$ cat src/shared/accel_mode_pkg.sv
// Constants, register layout and state codes of the operating-mode controller.
// Assumes a 250 MHz core clock and a one-cycle register port beside it.
//
// Behaviour
// - Standby, measure, impact watch and wake-up modes
// - Measurement streams samples, every feature usable
// - Impact over threshold switches to measurement
// - Impact threshold low by default, option raises
// - Impact watch holds output data still
// - Wake cycles off for timer, on settle
// - Wake motion acts per configured responses
// - Wake keeps registers, refreshes data slowly
// - Wake never pushes FIFO, raises only the motion interrupt
// - Standby clears and blocks every interrupt
// - Power-up lands in standby, sensing off
// - Second interrupt pin doubles as sync input
// - First interrupt pin doubles as clock input
// - Register port sits behind serial slave
// - Settle time selectable, 370 or 16 ms
package accel_mode_pkg;

  // ----------------------------------------------------------------------
  // Register port and offsets
  // ----------------------------------------------------------------------
  localparam int         ADDR_W       = 8;
  localparam int         DATA_W       = 32;
  localparam int         SAMPLE_W     = 12;
  localparam logic [7:0] OFF_POWER    = 8'h00;
  localparam logic [7:0] OFF_CONFIG   = 8'h04;
  localparam logic [7:0] OFF_STATUS   = 8'h08;
  localparam logic [7:0] OFF_MASK     = 8'h0C;
  localparam logic [7:0] OFF_DATA     = 8'h10;
  localparam logic [7:0] OFF_STATE    = 8'h14;

  // ----------------------------------------------------------------------
  // Field positions
  // ----------------------------------------------------------------------
  localparam int PWR_MODE_LSB   = 0;   // Two bits of mode
  localparam int PWR_SETTLE     = 2;   // One selects the short settle
  localparam int PWR_IMPACT_HI  = 3;   // One selects the high threshold
  localparam int PWR_ACT_MEAS   = 4;   // Wake motion goes to measurement
  localparam int PWR_ACT_IRQ    = 5;   // Wake motion raises interrupt
  localparam int PWR_ACT_WAKE   = 6;   // Wake motion drives wake output
  localparam int PWR_W          = 7;
  localparam int CFG_TIMER_LSB  = 0;   // Three bits of wake timer select
  localparam int CFG_EXT_CLK    = 3;
  localparam int CFG_EXT_SYNC   = 4;
  localparam int CFG_W          = 5;
  localparam int ST_DATA        = 0;
  localparam int ST_IMPACT      = 1;
  localparam int ST_MOTION      = 2;
  localparam int ST_W           = 3;

  // ----------------------------------------------------------------------
  // Reset values and mode codes
  // ----------------------------------------------------------------------
  localparam logic [1:0] MODE_STANDBY = 2'h0;
  localparam logic [1:0] MODE_MEASURE = 2'h1;
  localparam logic [1:0] MODE_IMPACT  = 2'h2;
  localparam logic [1:0] MODE_WAKE    = 2'h3;
  localparam logic [PWR_W-1:0] POWER_RST  = 7'h00;
  localparam logic [CFG_W-1:0] CONFIG_RST = 5'h00;
  localparam logic [ST_W-1:0]  MASK_RST   = 3'h0;

  // ----------------------------------------------------------------------
  // Clock, millisecond and phase-length constants
  // ----------------------------------------------------------------------
  localparam int CLK_PERIOD_NS     = 4;
  localparam int MS_NS             = 1000000;
  localparam int MS_CYCLES_DEFAULT = MS_NS / CLK_PERIOD_NS;
  localparam int DIV_W             = 18;
  localparam int MS_W              = 15;
  localparam logic [MS_W-1:0] SETTLE_LONG_MS  = 15'd370;
  localparam logic [MS_W-1:0] SETTLE_SHORT_MS = 15'd16;
  localparam logic [MS_W-1:0] WAKE_MS_0 = 15'd52;
  localparam logic [MS_W-1:0] WAKE_MS_1 = 15'd104;
  localparam logic [MS_W-1:0] WAKE_MS_2 = 15'd208;
  localparam logic [MS_W-1:0] WAKE_MS_3 = 15'd512;
  localparam logic [MS_W-1:0] WAKE_MS_4 = 15'd2048;
  localparam logic [MS_W-1:0] WAKE_MS_5 = 15'd4096;
  localparam logic [MS_W-1:0] WAKE_MS_6 = 15'd8192;
  localparam logic [MS_W-1:0] WAKE_MS_7 = 15'd24576;

  // ----------------------------------------------------------------------
  // Asynchronous inputs and states
  // ----------------------------------------------------------------------
  localparam int AIN_LOW   = 0;
  localparam int AIN_HIGH  = 1;
  localparam int AIN_MOT   = 2;
  localparam int AIN_CLK   = 3;
  localparam int AIN_SYNC  = 4;
  localparam int AIN_N     = 5;

  typedef enum logic [5:0] {
    S_STANDBY  = 6'b000001,
    S_SETTLE   = 6'b000010,
    S_MEASURE  = 6'b000100,
    S_IMPACT   = 6'b001000,
    S_WAKE_OFF = 6'b010000,
    S_WAKE_ON  = 6'b100000
  } state_type;

endpackage

$ cat src/hw/pin_sync_edge.sv
// Two-stage synchroniser with rising-edge detect for one pin.
// Assumes the pin is asynchronous to clock and slower than half its rate.
`timescale 1ns/1ps
module pin_sync_edge (
  input  wire logic clock,
  input  wire logic rst,
  input  wire logic pin,
  output logic      level,
  output logic      rise
);

  logic meta_r;
  logic sync_r;
  logic prev_r;

  // ----------------------------------------------------------------------
  // Synchroniser; only sync_r reads meta_r
  // ----------------------------------------------------------------------
  always_ff @(posedge clock or posedge rst) begin
    if (rst) begin
      meta_r <= 1'b0;
      sync_r <= 1'b0;
      prev_r <= 1'b0;
    end else begin
      meta_r <= pin;
      sync_r <= meta_r;
      prev_r <= sync_r;
    end
  end

  // Edge seen from the clean stages only
  assign level = sync_r;
  assign rise  = sync_r & ~prev_r;

endmodule

$ cat src/hw/accel_mode_ctrl.sv
// Operating-mode sequencer with register port, interrupts and pin muxing.
// Assumes a serial slave in front turns host frames into one-cycle strobes
// and that the front end delivers samples on this clock.
`timescale 1ns/1ps
module accel_mode_ctrl
  import accel_mode_pkg::*;
#(
  parameter int MS_CYCLES = MS_CYCLES_DEFAULT
) (
  input  wire logic                clock,
  input  wire logic                rst,
  input  wire logic [ADDR_W-1:0]   addr,
  input  wire logic [DATA_W-1:0]   wdata,
  input  wire logic                wr_en,
  input  wire logic                rd_en,
  output logic      [DATA_W-1:0]   rdata,
  input  wire logic                sample_valid,
  input  wire logic [SAMPLE_W-1:0] sample_data,
  input  wire logic                impact_low_hit,
  input  wire logic                impact_high_hit,
  input  wire logic                motion_hit,
  input  wire logic                irq_out_a_ext_clk_in,
  output logic                     irq_out_a_ext_clk_in_drv,
  output logic                     irq_out_a_ext_clk_in_oe,
  input  wire logic                irq_out_b_sync_in,
  output logic                     irq_out_b_sync_in_drv,
  output logic                     irq_out_b_sync_in_oe,
  output logic                     irq,
  output logic                     fifo_push,
  output logic      [SAMPLE_W-1:0] fifo_data,
  output logic                     wake_out,
  output logic                     sense_on
);

  // ----------------------------------------------------------------------
  // Helpers
  // ----------------------------------------------------------------------
  function automatic state_type entry_state(input logic [1:0] m);
    unique case (m)
      MODE_MEASURE: entry_state = S_SETTLE;
      MODE_IMPACT:  entry_state = S_IMPACT;
      MODE_WAKE:    entry_state = S_WAKE_OFF;
      default:      entry_state = S_STANDBY;
    endcase
  endfunction

  function automatic logic [MS_W-1:0] wake_ms(input logic [2:0] sel);
    unique case (sel)
      3'h0:    wake_ms = WAKE_MS_0;
      3'h1:    wake_ms = WAKE_MS_1;
      3'h2:    wake_ms = WAKE_MS_2;
      3'h3:    wake_ms = WAKE_MS_3;
      3'h4:    wake_ms = WAKE_MS_4;
      3'h5:    wake_ms = WAKE_MS_5;
      3'h6:    wake_ms = WAKE_MS_6;
      default: wake_ms = WAKE_MS_7;
    endcase
  endfunction

  // ----------------------------------------------------------------------
  // Declarations
  // ----------------------------------------------------------------------
  logic [AIN_N-1:0]    ain;
  logic [AIN_N-1:0]    ain_lvl;
  logic [AIN_N-1:0]    ain_rise;
  state_type           state_r, state_nxt;
  logic [PWR_W-1:0]    power_config_reg_r, power_nxt;
  logic [CFG_W-1:0]    config_reg_a_r, config_nxt;
  logic [ST_W-1:0]     stat_r, stat_nxt, stat_set;
  logic [ST_W-1:0]     mask_r, mask_nxt;
  logic [DIV_W-1:0]    div_r, div_nxt;
  logic [MS_W-1:0]     ms_cnt_r, ms_nxt;
  logic [SAMPLE_W-1:0] data_r, data_nxt;
  logic [DATA_W-1:0]   rdata_r, rdata_nxt;
  logic                push_r, push_nxt;
  logic                wake_r, wake_nxt;
  logic                irq_r, irq_nxt;
  logic                drv_a_r, oe_a_r, drv_b_r, oe_b_r;
  logic                sense_r;
  logic [1:0]          mode;
  logic [2:0]          wake_timer_select;
  logic                ext_clk_en, ext_sync_en, ms_tick, impact_rise;
  logic                sample_take, sample_go, data_ok;
  logic [MS_W-1:0]     settle_ms, period_ms;
  logic                wr_power, wr_config, wr_status, wr_mask;

  assign mode              = power_config_reg_r[PWR_MODE_LSB +: 2];
  assign wake_timer_select = config_reg_a_r[CFG_TIMER_LSB +: 3];
  assign ext_clk_en        = config_reg_a_r[CFG_EXT_CLK];
  assign ext_sync_en       = config_reg_a_r[CFG_EXT_SYNC];
  // Short settle when PWR_SETTLE is set, long one otherwise
  assign settle_ms = power_config_reg_r[PWR_SETTLE] ? SETTLE_SHORT_MS
                                                    : SETTLE_LONG_MS;
  assign period_ms = wake_ms(wake_timer_select);

  // Strobe decode; the serial slave in front only ever emits these
  assign wr_power  = wr_en && (addr == OFF_POWER);
  assign wr_config = wr_en && (addr == OFF_CONFIG);
  assign wr_status = wr_en && (addr == OFF_STATUS);
  assign wr_mask   = wr_en && (addr == OFF_MASK);

  // ----------------------------------------------------------------------
  // Pin synchronisers
  // ----------------------------------------------------------------------
  assign ain = {irq_out_b_sync_in, irq_out_a_ext_clk_in, motion_hit,
                impact_high_hit, impact_low_hit};

  // Every asynchronous level gets the same two-stage treatment
  for (genvar i = 0; i < AIN_N; i++) begin : g_sync
    pin_sync_edge u_sync (
      .clock (clock),
      .rst   (rst),
      .pin   (ain[i]),
      .level (ain_lvl[i]),
      .rise  (ain_rise[i])
    );
  end

  // Threshold pick between the two impact comparators
  assign impact_rise = power_config_reg_r[PWR_IMPACT_HI] ? ain_rise[AIN_HIGH]
                                                         : ain_rise[AIN_LOW];

  // ----------------------------------------------------------------------
  // Millisecond divider and phase counter
  // ----------------------------------------------------------------------
  // Both restart on a state change so each phase lasts whole milliseconds
  assign ms_tick = (div_r == DIV_W'(MS_CYCLES - 1));

  always_comb begin
    div_nxt = ms_tick ? '0 : div_r + 1'b1;
    ms_nxt  = ms_tick ? ms_cnt_r + 1'b1 : ms_cnt_r;
    if (state_nxt != state_r) begin
      div_nxt = '0;
      ms_nxt  = '0;
    end
  end

  always_ff @(posedge clock or posedge rst) begin
    if (rst) begin
      div_r    <= '0;
      ms_cnt_r <= '0;
    end else begin
      div_r    <= div_nxt;
      ms_cnt_r <= ms_nxt;
    end
  end

  // ----------------------------------------------------------------------
  // Mode sequencer and control registers
  // ----------------------------------------------------------------------
  // Hardware promotion to measurement wins over a host write in the same
  // cycle, so the event is never lost to a racing write.
  always_comb begin
    state_nxt  = state_r;
    power_nxt  = wr_power ? wdata[PWR_W-1:0] : power_config_reg_r;
    config_nxt = wr_config ? wdata[CFG_W-1:0] : config_reg_a_r;
    wake_nxt   = wake_r;
    unique case (state_r)
      S_STANDBY: begin
        state_nxt = entry_state(mode);
      end
      S_SETTLE: begin
        if (mode != MODE_MEASURE)
          state_nxt = entry_state(mode);
        else if (ms_tick && ms_cnt_r == settle_ms - 1'b1)
          state_nxt = S_MEASURE;
      end
      S_MEASURE: begin
        if (mode != MODE_MEASURE)
          state_nxt = entry_state(mode);
      end
      S_IMPACT: begin
        if (mode != MODE_IMPACT) begin
          state_nxt = entry_state(mode);
        end else if (impact_rise) begin
          state_nxt = S_MEASURE;
          power_nxt[PWR_MODE_LSB +: 2] = MODE_MEASURE;
        end
      end
      S_WAKE_OFF: begin
        if (mode != MODE_WAKE)
          state_nxt = entry_state(mode);
        else if (ms_tick && ms_cnt_r == period_ms - 1'b1)
          state_nxt = S_WAKE_ON;
      end
      S_WAKE_ON: begin
        if (mode != MODE_WAKE) begin
          state_nxt = entry_state(mode);
        end else if (ain_rise[AIN_MOT]) begin
          if (power_config_reg_r[PWR_ACT_WAKE])
            wake_nxt = 1'b1;
          if (power_config_reg_r[PWR_ACT_MEAS]) begin
            state_nxt = S_MEASURE;
            power_nxt[PWR_MODE_LSB +: 2] = MODE_MEASURE;
          end
        end else if (ms_tick && ms_cnt_r == settle_ms - 1'b1) begin
          state_nxt = S_WAKE_OFF;
        end
      end
      default: state_nxt = S_STANDBY;
    endcase
    // Downstream wake request drops only when the host parks the device
    if (state_nxt == S_STANDBY)
      wake_nxt = 1'b0;
  end

  // Power-up: standby, mode field at standby, sensing off
  always_ff @(posedge clock or posedge rst) begin
    if (rst) begin
      state_r            <= S_STANDBY;
      power_config_reg_r <= POWER_RST;
      config_reg_a_r     <= CONFIG_RST;
      wake_r             <= 1'b0;
    end else begin
      state_r            <= state_nxt;
      power_config_reg_r <= power_nxt;
      config_reg_a_r     <= config_nxt;
      wake_r             <= wake_nxt;
    end
  end

  // ----------------------------------------------------------------------
  // Sampling, data register and FIFO feed
  // ----------------------------------------------------------------------
  // External clock replaces the internal strobe; sync gates it further
  assign sample_take = ext_clk_en ? ain_rise[AIN_CLK] : sample_valid;
  assign sample_go   = ext_sync_en ? (sample_take & ain_lvl[AIN_SYNC])
                                   : sample_take;
  // A sample lands whole and only when the state is not moving this cycle
  assign data_ok = (state_r == S_MEASURE || state_r == S_WAKE_ON) &&
                   (state_nxt == state_r);

  always_comb begin
    data_nxt = data_r;
    push_nxt = 1'b0;
    if (sample_go && data_ok) begin
      data_nxt = sample_data;
      push_nxt = (state_r == S_MEASURE);
    end
  end

  // Impact watch leaves data_r untouched as data_ok is low there
  always_ff @(posedge clock or posedge rst) begin
    if (rst) begin
      data_r <= '0;
      push_r <= 1'b0;
    end else begin
      data_r <= data_nxt;
      push_r <= push_nxt;
    end
  end

  // ----------------------------------------------------------------------
  // Interrupt status, mask and pins
  // ----------------------------------------------------------------------
  // Wake mode raises only the motion bit, and only if asked to
  always_comb begin
    stat_set = '0;
    stat_set[ST_DATA]   = push_nxt;
    stat_set[ST_IMPACT] = (state_r == S_IMPACT) && impact_rise &&
                          (mode == MODE_IMPACT);
    stat_set[ST_MOTION] = (state_r == S_WAKE_ON) && ain_rise[AIN_MOT] &&
                          power_config_reg_r[PWR_ACT_IRQ];
    stat_nxt = stat_r;
    if (wr_status)
      stat_nxt = stat_r & ~wdata[ST_W-1:0];
    stat_nxt = stat_nxt | stat_set;                             // Set wins
    if (state_nxt == S_STANDBY)
      stat_nxt = '0;
    mask_nxt = wr_mask ? wdata[ST_W-1:0] : mask_r;
    irq_nxt  = |(stat_nxt & mask_nxt);
  end

  // Pins turn around to inputs when used for external clock or sync
  always_ff @(posedge clock or posedge rst) begin
    if (rst) begin
      stat_r  <= '0;
      mask_r  <= MASK_RST;
      irq_r   <= 1'b0;
      drv_a_r <= 1'b0;
      oe_a_r  <= 1'b0;
      drv_b_r <= 1'b0;
      oe_b_r  <= 1'b0;
      sense_r <= 1'b0;
    end else begin
      stat_r  <= stat_nxt;
      mask_r  <= mask_nxt;
      irq_r   <= irq_nxt;
      drv_a_r <= irq_nxt & ~config_nxt[CFG_EXT_CLK];
      oe_a_r  <= ~config_nxt[CFG_EXT_CLK];
      drv_b_r <= irq_nxt & ~config_nxt[CFG_EXT_SYNC];
      oe_b_r  <= ~config_nxt[CFG_EXT_SYNC];
      sense_r <= (state_nxt != S_STANDBY) && (state_nxt != S_WAKE_OFF);
    end
  end

  // ----------------------------------------------------------------------
  // Read path: data one cycle after the strobe, zero when unmapped
  // ----------------------------------------------------------------------
  always_comb begin
    rdata_nxt = '0;
    if (rd_en) begin
      unique case (addr)
        OFF_POWER:  rdata_nxt[PWR_W-1:0]    = power_config_reg_r;
        OFF_CONFIG: rdata_nxt[CFG_W-1:0]    = config_reg_a_r;
        OFF_STATUS: rdata_nxt[ST_W-1:0]     = stat_r;
        OFF_MASK:   rdata_nxt[ST_W-1:0]     = mask_r;
        OFF_DATA:   rdata_nxt[SAMPLE_W-1:0] = data_r;
        OFF_STATE:  rdata_nxt[5:0]          = state_r;
        default:    rdata_nxt = '0;
      endcase
    end
  end

  always_ff @(posedge clock or posedge rst) begin
    if (rst)
      rdata_r <= '0;
    else
      rdata_r <= rdata_nxt;
  end

  // Outputs straight from flops
  assign rdata                    = rdata_r;
  assign irq                      = irq_r;
  assign fifo_push                = push_r;
  assign fifo_data                = data_r;
  assign wake_out                 = wake_r;
  assign sense_on                 = sense_r;
  assign irq_out_a_ext_clk_in_drv = drv_a_r;
  assign irq_out_a_ext_clk_in_oe  = oe_a_r;
  assign irq_out_b_sync_in_drv    = drv_b_r;
  assign irq_out_b_sync_in_oe     = oe_b_r;
endmodule

$ cat config.mk
export PLATFORM = sky130hd
export DESIGN_NAME = accel_mode_ctrl
export DESIGN_NICKNAME = d
export VERILOG_FILES = /design/src/shared/accel_mode_pkg.sv /design/src/hw/pin_sync_edge.sv /design/src/hw/accel_mode_ctrl.sv
export SDC_FILE = /design/constraint.sdc
export NUM_CORES = 1
export LEC_CHECK = 0
export BUFFER_PORTS_ARGS = -buffer_cell sky130_fd_sc_hd__buf_2
export CORE_UTILIZATION = 59
export DETAILED_ROUTE_END_ITERATION = 6
export PLACE_DENSITY = 0.88
export RECOVER_POWER = 25
export SYNTH_ARGS = -nofsm -noshare
export SYNTH_HDL_FRONTEND = slang
export SYNTH_SLANG_ARGS = --single-unit
$ cat constraint.sdc
create_clock -name clock -period 10.2 [get_ports clock]
set_clock_uncertainty 0.1 [all_clocks]
set_input_delay 3.06 -clock clock [delete_from_list [all_inputs] [get_ports clock]]
set_output_delay 3.06 -clock clock [all_outputs]
set_load 0.01 [all_outputs]
-- Word level (Yosys, flattened, before mapping)
Index checks and enable logic that the tools add are counted.
- bitwise logic cells: 17
- equality and inequality tests: 32
- add/subtract/negate cells: 4
- reduce and logical (&&, ||, !) cells: 22
- mux-type cells: 45
- operators by type and width (kind ; count):
    $pmux W15 S7 ; 1
    $mux W6 ; 11
    $mux W18 ; 2
    $pmux W6 S6 ; 1
    $eq A15 B15 Y1 ; 2
    $mux W15 ; 2
    $add A18 B1 Y18 const B ; 1
    $eq A18 B18 Y1 const B ; 1
    $pmux W3 S6 ; 1
    $eq A8 B4 Y1 const B ; 2
    $eq A8 B5 Y1 const B ; 2
    $add A15 B1 Y15 const B ; 1
    $pmux W5 S3 ; 1
    $sub A15 B1 Y15 const B ; 1
    $logic_and A1 B1 Y1 ; 13
    $eq A6 B1 Y1 const B ; 2
    $mux W12 ; 1
    $mux W2 ; 6
    $mux W5 ; 2
    $sub A9 B1 Y10 const B ; 1
    $eq A3 B3 Y1 const B ; 3
    $mux W1 ; 9
    $mux W3 ; 3
    $mux W9 ; 1
    31 further kinds ; 50
- register bits after elaboration: 123
- input bits: 62
- output and inout bits: 52
- logic and storage cells: 153

-- Longest topological paths before layout
Gate-level depths: netlist of the first run.
- depth after elaboration: 17
- mapped depth: 12
- depth with buffers taken out: 10

-- Hierarchy
Synthesis of the first run repeated with hierarchy kept, for this count alone.
- cells, all modules: 529
- area total of the unflattened synthesis: 5504.0 sq um
- modules (own cells, without submodules) (module ; cells each ; sequential area each (sq um) ; area each (sq um) ; times used):
    accel_mode_ctrl ; 504 ; 2228.4 ; 5041.1 ; 1
    pin_sync_edge ; 5 ; 75.1 ; 92.6 ; 5

-- Worst setup path before layout of the first run
Ideal clock, no wire load.
- kind: input port to flip-flop
- start point: input addr[1]
- end point: register drv_a_r (netlist: irq_out_a_ext_clk_in_drv)
- required time: 9981 ps
- path buffers: 0
- setup slack: 5058 ps
- cell stages on the path: 7
- library setup time: 119 ps
- arrival: 4923 ps
- path through: or4_1 > nor4b_2 > and3_1 > mux2_2 > nand2b_1 > o22ai_1 > and2_1
- elaborated cells between the ends (all ways): 15
- classes of those cells: eq/ne: 3; mux: 4; bitwise: 4; reduce/logical: 4
- RTL lines (element ; line ; source):
    from (decl) ; accel_mode_ctrl.sv:12 ; input wire logic [ADDR_W-1:0] addr,
    $eq A8 B4 Y1 ; accel_mode_ctrl.sv:100 ; assign wr_mask = wr_en && (addr == OFF_MASK);
    $logic_and A1 B1 Y1 ; accel_mode_ctrl.sv:100 ;
    $mux W3 ; accel_mode_ctrl.sv:270 ; mask_nxt = wr_mask ? wdata[ST_W-1:0] : mask_r;
    net mask_nxt[0] ; accel_mode_ctrl.sv:70 ; logic [ST_W-1:0] mask_r, mask_nxt;
    $and A3 B3 Y3 ; accel_mode_ctrl.sv:271 ; irq_nxt = |(stat_nxt & mask_nxt);
    $reduce_or A3 Y1 ; accel_mode_ctrl.sv:271 ;
    net irq_nxt ; accel_mode_ctrl.sv:77 ; logic irq_r, irq_nxt;
    $and A1 B1 Y1 ; accel_mode_ctrl.sv:289 ; drv_a_r <= irq_nxt & ~config_nxt[CFG_EXT_CLK];
    to (signal assigned) ; accel_mode_ctrl.sv:289 ;
    to (decl) ; accel_mode_ctrl.sv:78 ; logic drv_a_r, oe_a_r, drv_b_r, oe_b_r;
The timed path passes the listed nets, and every way through them passes these cells.
A chain may end at the register's enable or synchronous reset.

-- Final worst setup path of the first run
- start point: input addr[1]
- end point: register drv_a_r (netlist: irq_out_a_ext_clk_in_drv)
- longest elaborated chain between the ends: 8
- elaborated cells between the ends (all ways): 15
- classes of those cells: eq/ne: 3; mux: 4; bitwise: 4; reduce/logical: 4
- ends and longest elaborated chain (element ; line ; source):
    $eq A8 B4 Y1 ; accel_mode_ctrl.sv:99 ; assign wr_status = wr_en && (addr == OFF_STATUS);
    $logic_and A1 B1 Y1 ; accel_mode_ctrl.sv:99 ;
    $mux W3 ; accel_mode_ctrl.sv:265 ; if (wr_status)
    $or A3 B3 Y3 ; accel_mode_ctrl.sv:267 ; stat_nxt = stat_nxt | stat_set;
    $mux W3 ; accel_mode_ctrl.sv:268 ; if (state_nxt == S_STANDBY)
    $and A3 B3 Y3 * ; accel_mode_ctrl.sv:271 ;
    $reduce_or A3 Y1 * ; accel_mode_ctrl.sv:271 ;
    net irq_nxt ; accel_mode_ctrl.sv:77 ;
    $and A1 B1 Y1 * ; accel_mode_ctrl.sv:289 ;
Mark *: on every way through the listed nets, which the timed path passes. The rest lies on a longest branch.

==> run_summary.xml, run 1 <==
<?xml version="1.0" encoding="UTF-8"?>
<metrics>
  <group name="power">
    <metric name="design_power_total" unit="mW">0.884</metric>
    <metric name="total_leakage_power" unit="nW">2.75</metric>
    <metric name="power.ir.vdd_worst" unit="V">0.0000964</metric>
    <metric name="pwr_density_cell" unit="nW/um2">150</metric>
  </group>
  <group name="routing">
    <metric name="route.vias.total" unit="">4195</metric>
    <metric name="detail_route.vias_per_cell" unit="">6.05</metric>
    <metric name="routed_wl" unit="mm">11.9</metric>
    <metric name="route.detailed.drc" unit="">28</metric>
    <metric name="wl_per_cell" unit="um">17.1</metric>
    <metric name="first_iter_violations" unit="">310</metric>
    <metric name="final_antenna_net_count" unit="">0</metric>
    <metric name="detail_route.first_pass.iterations" unit="">7</metric>
  </group>
  <group name="yosys">
    <metric name="post_synth_instance_area" unit="um2">5400</metric>
    <metric name="synthTopCellsByArea" unit="">dfrtp_1, xor2_1, nor2_1</metric>
    <metric name="part_of_the_yosys_area_used_for_sequential_elements" unit="">0.478</metric>
    <metric name="post-synth-top-area-cell" unit="">dfrtp_1</metric>
    <metric name="synthesis.area_per_instance" unit="um2">10.3</metric>
    <metric name="yosysTopAreaCellShare" unit="">0.473</metric>
    <metric name="synth_seq_cells" unit="">103</metric>
    <metric name="synth-warning-count" unit="">0</metric>
    <metric name="synth-edff-count" unit="">0</metric>
    <metric name="post_synth_inst_count" unit="">526</metric>
    <metric name="postSynth.topFlopCell" unit="">dfrtp_1</metric>
    <metric name="yosysUniqueCellTypes" unit="">69</metric>
    <metric name="synthArstFlopShare" unit="">1.00</metric>
  </group>
  <group name="timing">
    <metric name="hold-worst-slack" unit="ns">0.251</metric>
    <metric name="post-route-min-period" unit="ns">5.27</metric>
    <metric name="fmaxAchievable" unit="GHz">0.190</metric>
    <metric name="total_setup_violations_reported_at_the_end_of_the_flow" unit="">0</metric>
    <metric name="grt_setup_unrepaired" unit="">false</metric>
    <metric name="timing.slew.headroom" unit="">-0.354</metric>
    <metric name="finalSetupTns" unit="ns">0</metric>
    <metric name="period_share" unit="">0.517</metric>
    <metric name="final-hold-violation-count" unit="">0</metric>
    <metric name="worst-slew-pin-transition" unit="ns">2.02</metric>
    <metric name="final-max-slew-violation-count" unit="">54</metric>
  </group>
  <group name="die">
    <metric name="vert_die_dim" unit="um">97.6</metric>
    <metric name="placement_rows" unit="">34</metric>
    <metric name="floorplan.io_pins" unit="">114</metric>
    <metric name="chipWidth" unit="um">97.6</metric>
    <metric name="initial_core_util" unit="">0.613</metric>
    <metric name="die-area" unit="um2">9530</metric>
    <metric name="coreArea" unit="um2">8810</metric>
  </group>
  <group name="place">
    <metric name="place.detailed.instances" unit="">678</metric>
    <metric name="dp_hpwl" unit="mm">8.44</metric>
    <metric name="gp_congestion" unit="">0.934</metric>
    <metric name="count_of_input_and_output_buffers" unit="">68</metric>
  </group>
  <group name="worst_setup_path">
    <metric name="crit_buf_inv" unit="">1</metric>
    <metric name="timing.critical_path.from_type" unit="">input pin</metric>
    <metric name="cp_slowest_cell" unit="">or4_1</metric>
    <metric name="cp-end-kind" unit="">flop</metric>
    <metric name="timing.critical_path.fanout_max" unit="">4</metric>
    <metric name="timing.critical_path.slowest_cell_delay" unit="ns">0.62</metric>
    <metric name="worstSetupStartpoint" unit="">addr[1]</metric>
    <metric name="reg2reg_setup_slack" unit="ns">5.81</metric>
    <metric name="largest_delay_contributor_family_on_the_critical_path" unit="">simple AND/OR/NAND/NOR gates</metric>
    <metric name="crit_path_cell_trace" unit="">buf_2 &gt; or4_1 &gt; nor4b_2 &gt; and3_1 &gt; mux2i_1 &gt; o22a_1 &gt; o22ai_1 &gt; and2_1</metric>
    <metric name="required_time_of_the_worst_setup_path" unit="ns">10.35</metric>
    <metric name="crit-reg2reg-launch" unit="">div_r[4]</metric>
    <metric name="critical_path_class" unit="">in2reg</metric>
    <metric name="arrival" unit="ns">5.43</metric>
  </group>
  <group name="status">
    <metric name="violations" unit="">DRC, capacitance limit, slew limit</metric>
    <metric name="status" unit="">finished, violations left</metric>
  </group>
  <group name="worst_hold_path">
    <metric name="min-delay-start" unit="">g_sync[2].u_sync.meta_r</metric>
    <metric name="timing.hold.worst.class" unit="">reg2reg</metric>
  </group>
  <group name="grt">
    <metric name="track_usage" unit="">0.264</metric>
    <metric name="grt_start_max_net_pins" unit="">59</metric>
    <metric name="grt_antenna_before_repair" unit="">0</metric>
    <metric name="overflow" unit="">0</metric>
    <metric name="grt_pass1_wl" unit="mm">19.9</metric>
    <metric name="via_count_of_the_first_global_routing_pass" unit="">4006</metric>
  </group>
  <group name="finish">
    <metric name="register_area" unit="um2">2580</metric>
    <metric name="num-fill-cells" unit="">681</metric>
    <metric name="final_nets" unit="">646</metric>
    <metric name="antennaDiodeCount" unit="">0</metric>
    <metric name="area_of_the_multi_input_gates" unit="um2">2550</metric>
    <metric name="final_cells" unit="">693</metric>
    <metric name="utilization" unit="">0.671</metric>
    <metric name="drive_gt1_frac" unit="">0.209</metric>
    <metric name="area.growth.synth_to_final" unit="%">9.44</metric>
  </group>
  <group name="clocking">
    <metric name="h-tree-depth" unit="">3</metric>
    <metric name="worstSkewPairLatency" unit="ns">0.36</metric>
    <metric name="ctsLongestPathBuffers" unit="">2</metric>
    <metric name="cts_hold_repair.buffers" unit="">0</metric>
    <metric name="clk_transition_reported_paths" unit="ns">0.09</metric>
    <metric name="numClockSinks" unit="">103</metric>
    <metric name="tritoncts" unit="">built</metric>
    <metric name="cts_buffers" unit="">9</metric>
    <metric name="clock-root-buffer" unit="">clkbuf_8</metric>
    <metric name="post_cts.resized_instances" unit="">0</metric>
    <metric name="cts.repair_timing.setup_buffer_count" unit="">0</metric>
  </group>
  <group name="job">
    <metric name="max_cap_violations" unit="">2</metric>
  </group>
</metrics>
[cells in the final DEF, fill, tap and decap left out, drive strengths merged, types with 3 or more instances in the layout]
| cell type | Yosys | final |
|---|---|---|
| a221oi | 3 | 3 |
| nand3b | 3 | 3 |
| clkbuf | 18 | 12 |
| nor3 | 19 | 19 |
| nand3 | 30 | 30 |
| nor2b | 14 | 14 |
| or4b | 3 | 3 |
| a22oi | 8 | 8 |
| nor2 | 48 | 48 |
| o22ai | 4 | 4 |
| buf | 29 | 72 |
| a2111oi | 10 | 10 |
| nor4 | 7 | 7 |
| or3 | 3 | 3 |
| xor2 | 22 | 22 |
| conb | 1 | 20 |
| mux2 | 22 | 22 |
| mux2i | 5 | 5 |
| xnor2 | 16 | 16 |
| a21oi | 11 | 11 |
| nand4b | 3 | 3 |
| nand4 | 7 | 7 |
| a31oi | 9 | 9 |
| ha | 3 | 3 |
| dfrtp | 102 | 102 |
| nand2 | 27 | 27 |
| nor4b | 7 | 7 |
| inv | 14 | 13 |
| nor4bb | 3 | 3 |
| and3 | 21 | 21 |
| or4 | 4 | 4 |
| o21ai | 13 | 13 |
| and2 | 8 | 8 |
| nand2b | 4 | 4 |
| a211oi | 3 | 3 |
[layer usage]
layer / part of all wire / track usage
met5: 0 / 0
met4: 0.021 / 0.0909
met3: 0.068 / 0.0460
met2: 0.47 / 0.421
met1: 0.44 / 0.366
[power by group]
group          total, mW  internal, mW  switching, mW
logic              0.155        0.0537          0.101
registers          0.452         0.425         0.0271
clock network      0.278         0.144          0.134
[kinds of logic (layout without fill, tap and decap cells)]
kind of cell	count (synthesis)	count (layout)	share of synthesized area
multiplexers	27	27	0.0621
flip-flops	103	103	0.478
other	1	20	0.000695
buffers and inverters	61	101	0.0600
XOR/XNOR	38	38	0.0617
AO/OA/AOI/OAI	76	76	0.102
adder cells (fa/ha/maj)	3	3	0.00696
AND/OR/NAND/NOR	217	217	0.228
[cell type report]
class                   count  share of cell area
multi-input cells         381               0.433
clock inverters             3              0.0114
clock buffers              12              0.0246
well taps                 108              0.0229
flip-flops and latches    103               0.437
inverters                  14             0.00911
repair buffers             72              0.0627
[metrics by stage]
step / worst slack (ns) / instance area [um2]
detailed placement: 4.65 / 5710
global route: 4.85 / 5910
CTS: 4.97 / 5920
floorplan: 4.34 / 5470
global placement: 4.70 / 5710
finish: 4.93 / 5910
[final timing paths]
kind                                       endpoint  cells past startpoint
max reg2reg                                div_r[0]                      7
min                          g_sync[2].u_sync.level                      0
max                        irq_out_a_ext_clk_in_drv                      8
max in group asynchronous    g_sync[3].u_sync.level                      3
min reg2reg                  g_sync[2].u_sync.level                      0
min in group asynchronous              fifo_data[8]                      2
[cell usage after synthesis (12+ instances only)]
cell,n
mux2_2,12
nor2_1,48
xor2_1,22
o21ai_0,12
nor2b_1,14
and3_1,21
clkbuf_1,17
nor3_1,17
xnor2_1,16
inv_1,14
nand2_1,26
dfrtp_1,102
nand3_1,29
buf_4,21
[sequential cells by signal (all words and copies together) (netlist names), 3 cells and up]
register,count
fifo_data,12
power_config_reg_r,7
div_r,18
config_reg_a_r,5
rdata,12
g_sync.u_sync.level,5
state_r,6
ms_cnt_r,15
g_sync.u_sync.prev_r,4
stat_r,3
g_sync.u_sync.meta_r,5
mask_r,3
Power figures use the tool's default switching activity.
==> run 2: changes to the inputs <==
Settings changed: ABC_AREA from default to 1, CORE_UTILIZATION 59 to 55, PLACE_DENSITY 0.88 to 0.83.
Clock period 10.2 ns to 4.9 ns, I/O delays scaled along.
==> run_summary.xml, run 2 <==
<?xml version="1.0" encoding="UTF-8"?>
<metrics>
  <group name="power">
    <metric name="total_leakage_power" unit="nW">2.93</metric>
    <metric name="power.ir.vdd_worst" unit="V">0.000261</metric>
    <metric name="design_power_total" unit="mW">1.84</metric>
    <metric name="pwr_density_cell" unit="nW/um2">308</metric>
  </group>
  <group name="clocking">
    <metric name="ctsLongestPathBuffers" unit="">2</metric>
    <metric name="cts_hold_repair.buffers" unit="">0</metric>
    <metric name="clk_transition_reported_paths" unit="ns">0.10</metric>
    <metric name="clock-root-buffer" unit="">clkbuf_8</metric>
    <metric name="cts_buffers" unit="">9</metric>
    <metric name="h-tree-depth" unit="">3</metric>
    <metric name="tritoncts" unit="">built</metric>
    <metric name="post_cts.resized_instances" unit="">0</metric>
    <metric name="cts.repair_timing.setup_buffer_count" unit="">0</metric>
    <metric name="numClockSinks" unit="">103</metric>
    <metric name="worstSkewPairLatency" unit="ns">0.37</metric>
  </group>
  <group name="finish">
    <metric name="antennaDiodeCount" unit="">0</metric>
    <metric name="largest-register" unit="">div_r</metric>
    <metric name="largest_reg_flops" unit="">18</metric>
    <metric name="top_registers" unit="">div_r (18), ms_cnt_r (15)</metric>
    <metric name="num-fill-cells" unit="">819</metric>
    <metric name="utilization" unit="">0.638</metric>
    <metric name="most_common_cell_after_layout_fill_and_taps_aside" unit="">nand2_1</metric>
    <metric name="finish.instance_area" unit="um2">5980</metric>
    <metric name="area.growth.synth_to_final" unit="%">10.7</metric>
    <metric name="drive_gt1_frac" unit="">0.170</metric>
    <metric name="final_nets" unit="">796</metric>
    <metric name="layout_common_cells" unit="">nand2_1, dfrtp_1, nor2_1, inv_1, buf_2</metric>
    <metric name="final_cells" unit="">865</metric>
  </group>
  <group name="worst_setup_path">
    <metric name="timing.critical_path.fanout_max" unit="">75</metric>
    <metric name="cp-end-kind" unit="">async pin</metric>
    <metric name="timing.critical_path.from_type" unit="">input pin</metric>
    <metric name="timing.critical_path.slowest_cell_delay" unit="ns">1.92</metric>
    <metric name="crit_path_cell_trace" unit="">buf_2 &gt; inv_1</metric>
    <metric name="cp_slowest_cell" unit="">inv_1</metric>
    <metric name="required_time_of_the_worst_setup_path" unit="ns">4.69</metric>
    <metric name="critical_path_class" unit="">in2async</metric>
    <metric name="reg2reg_setup_slack" unit="ns">1.54</metric>
    <metric name="crit_buf_inv" unit="">2</metric>
    <metric name="largest_delay_contributor_family_on_the_critical_path" unit="">buffers and inverters</metric>
    <metric name="worstSetupStartpoint" unit="">rst</metric>
    <metric name="crit-reg2reg-launch" unit="">div_r[0]</metric>
    <metric name="arrival" unit="ns">3.51</metric>
  </group>
  <group name="yosys">
    <metric name="post_synth_instance_area" unit="um2">5400</metric>
    <metric name="synth-edff-count" unit="">0</metric>
    <metric name="postSynth.topFlopCell" unit="">dfrtp_1</metric>
    <metric name="post_synth_inst_count" unit="">661</metric>
    <metric name="synthesis.area_per_instance" unit="um2">8.18</metric>
    <metric name="yosysUniqueCellTypes" unit="">45</metric>
    <metric name="yosysTopAreaCellShare" unit="">0.472</metric>
    <metric name="synthMostInstantiatedCell" unit="">nand2_1</metric>
    <metric name="synthArstFlopShare" unit="">1.00</metric>
    <metric name="synth-warning-count" unit="">0</metric>
    <metric name="part_of_the_yosys_area_used_for_sequential_elements" unit="">0.477</metric>
    <metric name="synth_seq_cells" unit="">103</metric>
    <metric name="synthTopCellsByArea" unit="">dfrtp_1, nand2_1, nor2_1</metric>
    <metric name="post_synth_most_frequent_cells" unit="">nand2_1, dfrtp_1, nor2_1</metric>
    <metric name="post-synth-top-area-cell" unit="">dfrtp_1</metric>
  </group>
  <group name="job">
    <metric name="max_cap_violations" unit="">1</metric>
  </group>
  <group name="timing">
    <metric name="postLayoutSetupSlackWorst" unit="ns">1.18</metric>
    <metric name="hold-worst-slack" unit="ns">0.264</metric>
    <metric name="period_share" unit="">0.760</metric>
    <metric name="post-route-min-period" unit="ns">3.72</metric>
    <metric name="fmaxAchievable" unit="GHz">0.269</metric>
    <metric name="finalSetupTns" unit="ns">0</metric>
    <metric name="grt_setup_unrepaired" unit="">false</metric>
    <metric name="timing.slew.headroom" unit="">-0.835</metric>
    <metric name="worst-slew-pin-transition" unit="ns">2.75</metric>
    <metric name="total_setup_violations_reported_at_the_end_of_the_flow" unit="">0</metric>
    <metric name="final-max-slew-violation-count" unit="">76</metric>
    <metric name="final-hold-violation-count" unit="">0</metric>
  </group>
  <group name="die">
    <metric name="floorplan.io_pins" unit="">114</metric>
    <metric name="chipWidth" unit="um">101</metric>
    <metric name="die-area" unit="um2">10200</metric>
    <metric name="initial_core_util" unit="">0.577</metric>
    <metric name="vert_die_dim" unit="um">101</metric>
    <metric name="placement_rows" unit="">35</metric>
    <metric name="coreArea" unit="um2">9370</metric>
  </group>
  <group name="worst_hold_path">
    <metric name="min-delay-start" unit="">g_sync[3].u_sync.meta_r</metric>
    <metric name="timing.hold.worst.class" unit="">reg2reg</metric>
  </group>
  <group name="routing">
    <metric name="detail_route.first_pass.iterations" unit="">4</metric>
    <metric name="routed_wl" unit="mm">12.5</metric>
    <metric name="route.vias.total" unit="">4615</metric>
    <metric name="final_antenna_net_count" unit="">0</metric>
    <metric name="wl_per_cell" unit="um">14.5</metric>
    <metric name="route.detailed.drc" unit="">0</metric>
    <metric name="detail_route.vias_per_cell" unit="">5.34</metric>
    <metric name="first_iter_violations" unit="">265</metric>
  </group>
  <group name="place">
    <metric name="count_of_input_and_output_buffers" unit="">68</metric>
    <metric name="place.detailed.instances" unit="">849</metric>
    <metric name="detailed_place.area" unit="um2">5790</metric>
    <metric name="dp_worst_setup_slack" unit="ns">1.05</metric>
    <metric name="gp_congestion" unit="">0.907</metric>
    <metric name="dp_hpwl" unit="mm">9.47</metric>
  </group>
  <group name="grt">
    <metric name="track_usage" unit="">0.253</metric>
    <metric name="grt_pass1_wl" unit="mm">20.1</metric>
    <metric name="grt_start_max_net_pins" unit="">76</metric>
    <metric name="via_count_of_the_first_global_routing_pass" unit="">4310</metric>
    <metric name="grt_antenna_before_repair" unit="">0</metric>
    <metric name="overflow" unit="">0</metric>
  </group>
  <group name="status">
    <metric name="status" unit="">finished, violations left</metric>
    <metric name="violations" unit="">capacitance limit, slew limit</metric>
  </group>
</metrics>
-- run 2: cell types whose count changed in the layout (fill, tap and decap cells not counted), moves of 10 or more --
cell	delta
nand2_1	+87
inv_1	+72
nor2_1	+53
and3_1	-21
inv_2	+14
nor2b_1	-14
a21oi_1	+13
xnor2_1	-12
mux2_2	-11
nand3_1	+11
mux2_4	-10
o21ai_0	+10
-- run 2: path summary, 6_finish.rpt --
kind,cells after the start,endpoint
min in group asynchronous,2,div_r[1]
worst max register to register,18,div_r[15]
max in group clock,11,irq_out_a_ext_clk_in_drv
worst min register to register,0,g_sync[3].u_sync.level
worst min-delay path,0,g_sync[3].u_sync.level
worst max-delay path,2,state_r[5]
-- run 2: logic make-up after synthesis --
logic type               after synthesis  synth area share
XOR/XNOR                              20            0.0324
buffers and inverters                129             0.106
multiplexers                           8            0.0167
flip-flops                           103             0.477
adder cells (fa/ha/maj)                3           0.00695
AND/OR/NAND/NOR                      323             0.278
AO/OA/AOI/OAI                         74            0.0817
other                                  1          0.000694
-- run 2: per-layer routing --
layer  vias to the layer above  wire, um  GRT usage
met4                         0       231     0.0725
met2                       166      5880      0.407
li1                       2239         -          -
met1                      2186      5790      0.358
met3                        24       635     0.0374
met5                         -         0          0
-- run 2: layout make-up --
class / count / area [um2] / area share
Inverter: 99 / 372 / 0.0621
Multi-Input combinational cell: 448 / 2320 / 0.387
Sequential cell: 103 / 2580 / 0.431
Timing Repair Buffer: 70 / 355 / 0.0594
Tap cell: 129 / 161 / 0.0270
Clock inverter: 5 / 46.3 / 0.00774
Clock buffer: 11 / 151 / 0.0253
-- run 2: power by group --
part	internal, mW	total [mW]	switching [mW]
logic	0.105	0.397	0.291
clock network	0.222	0.526	0.304
registers	0.885	0.919	0.0339
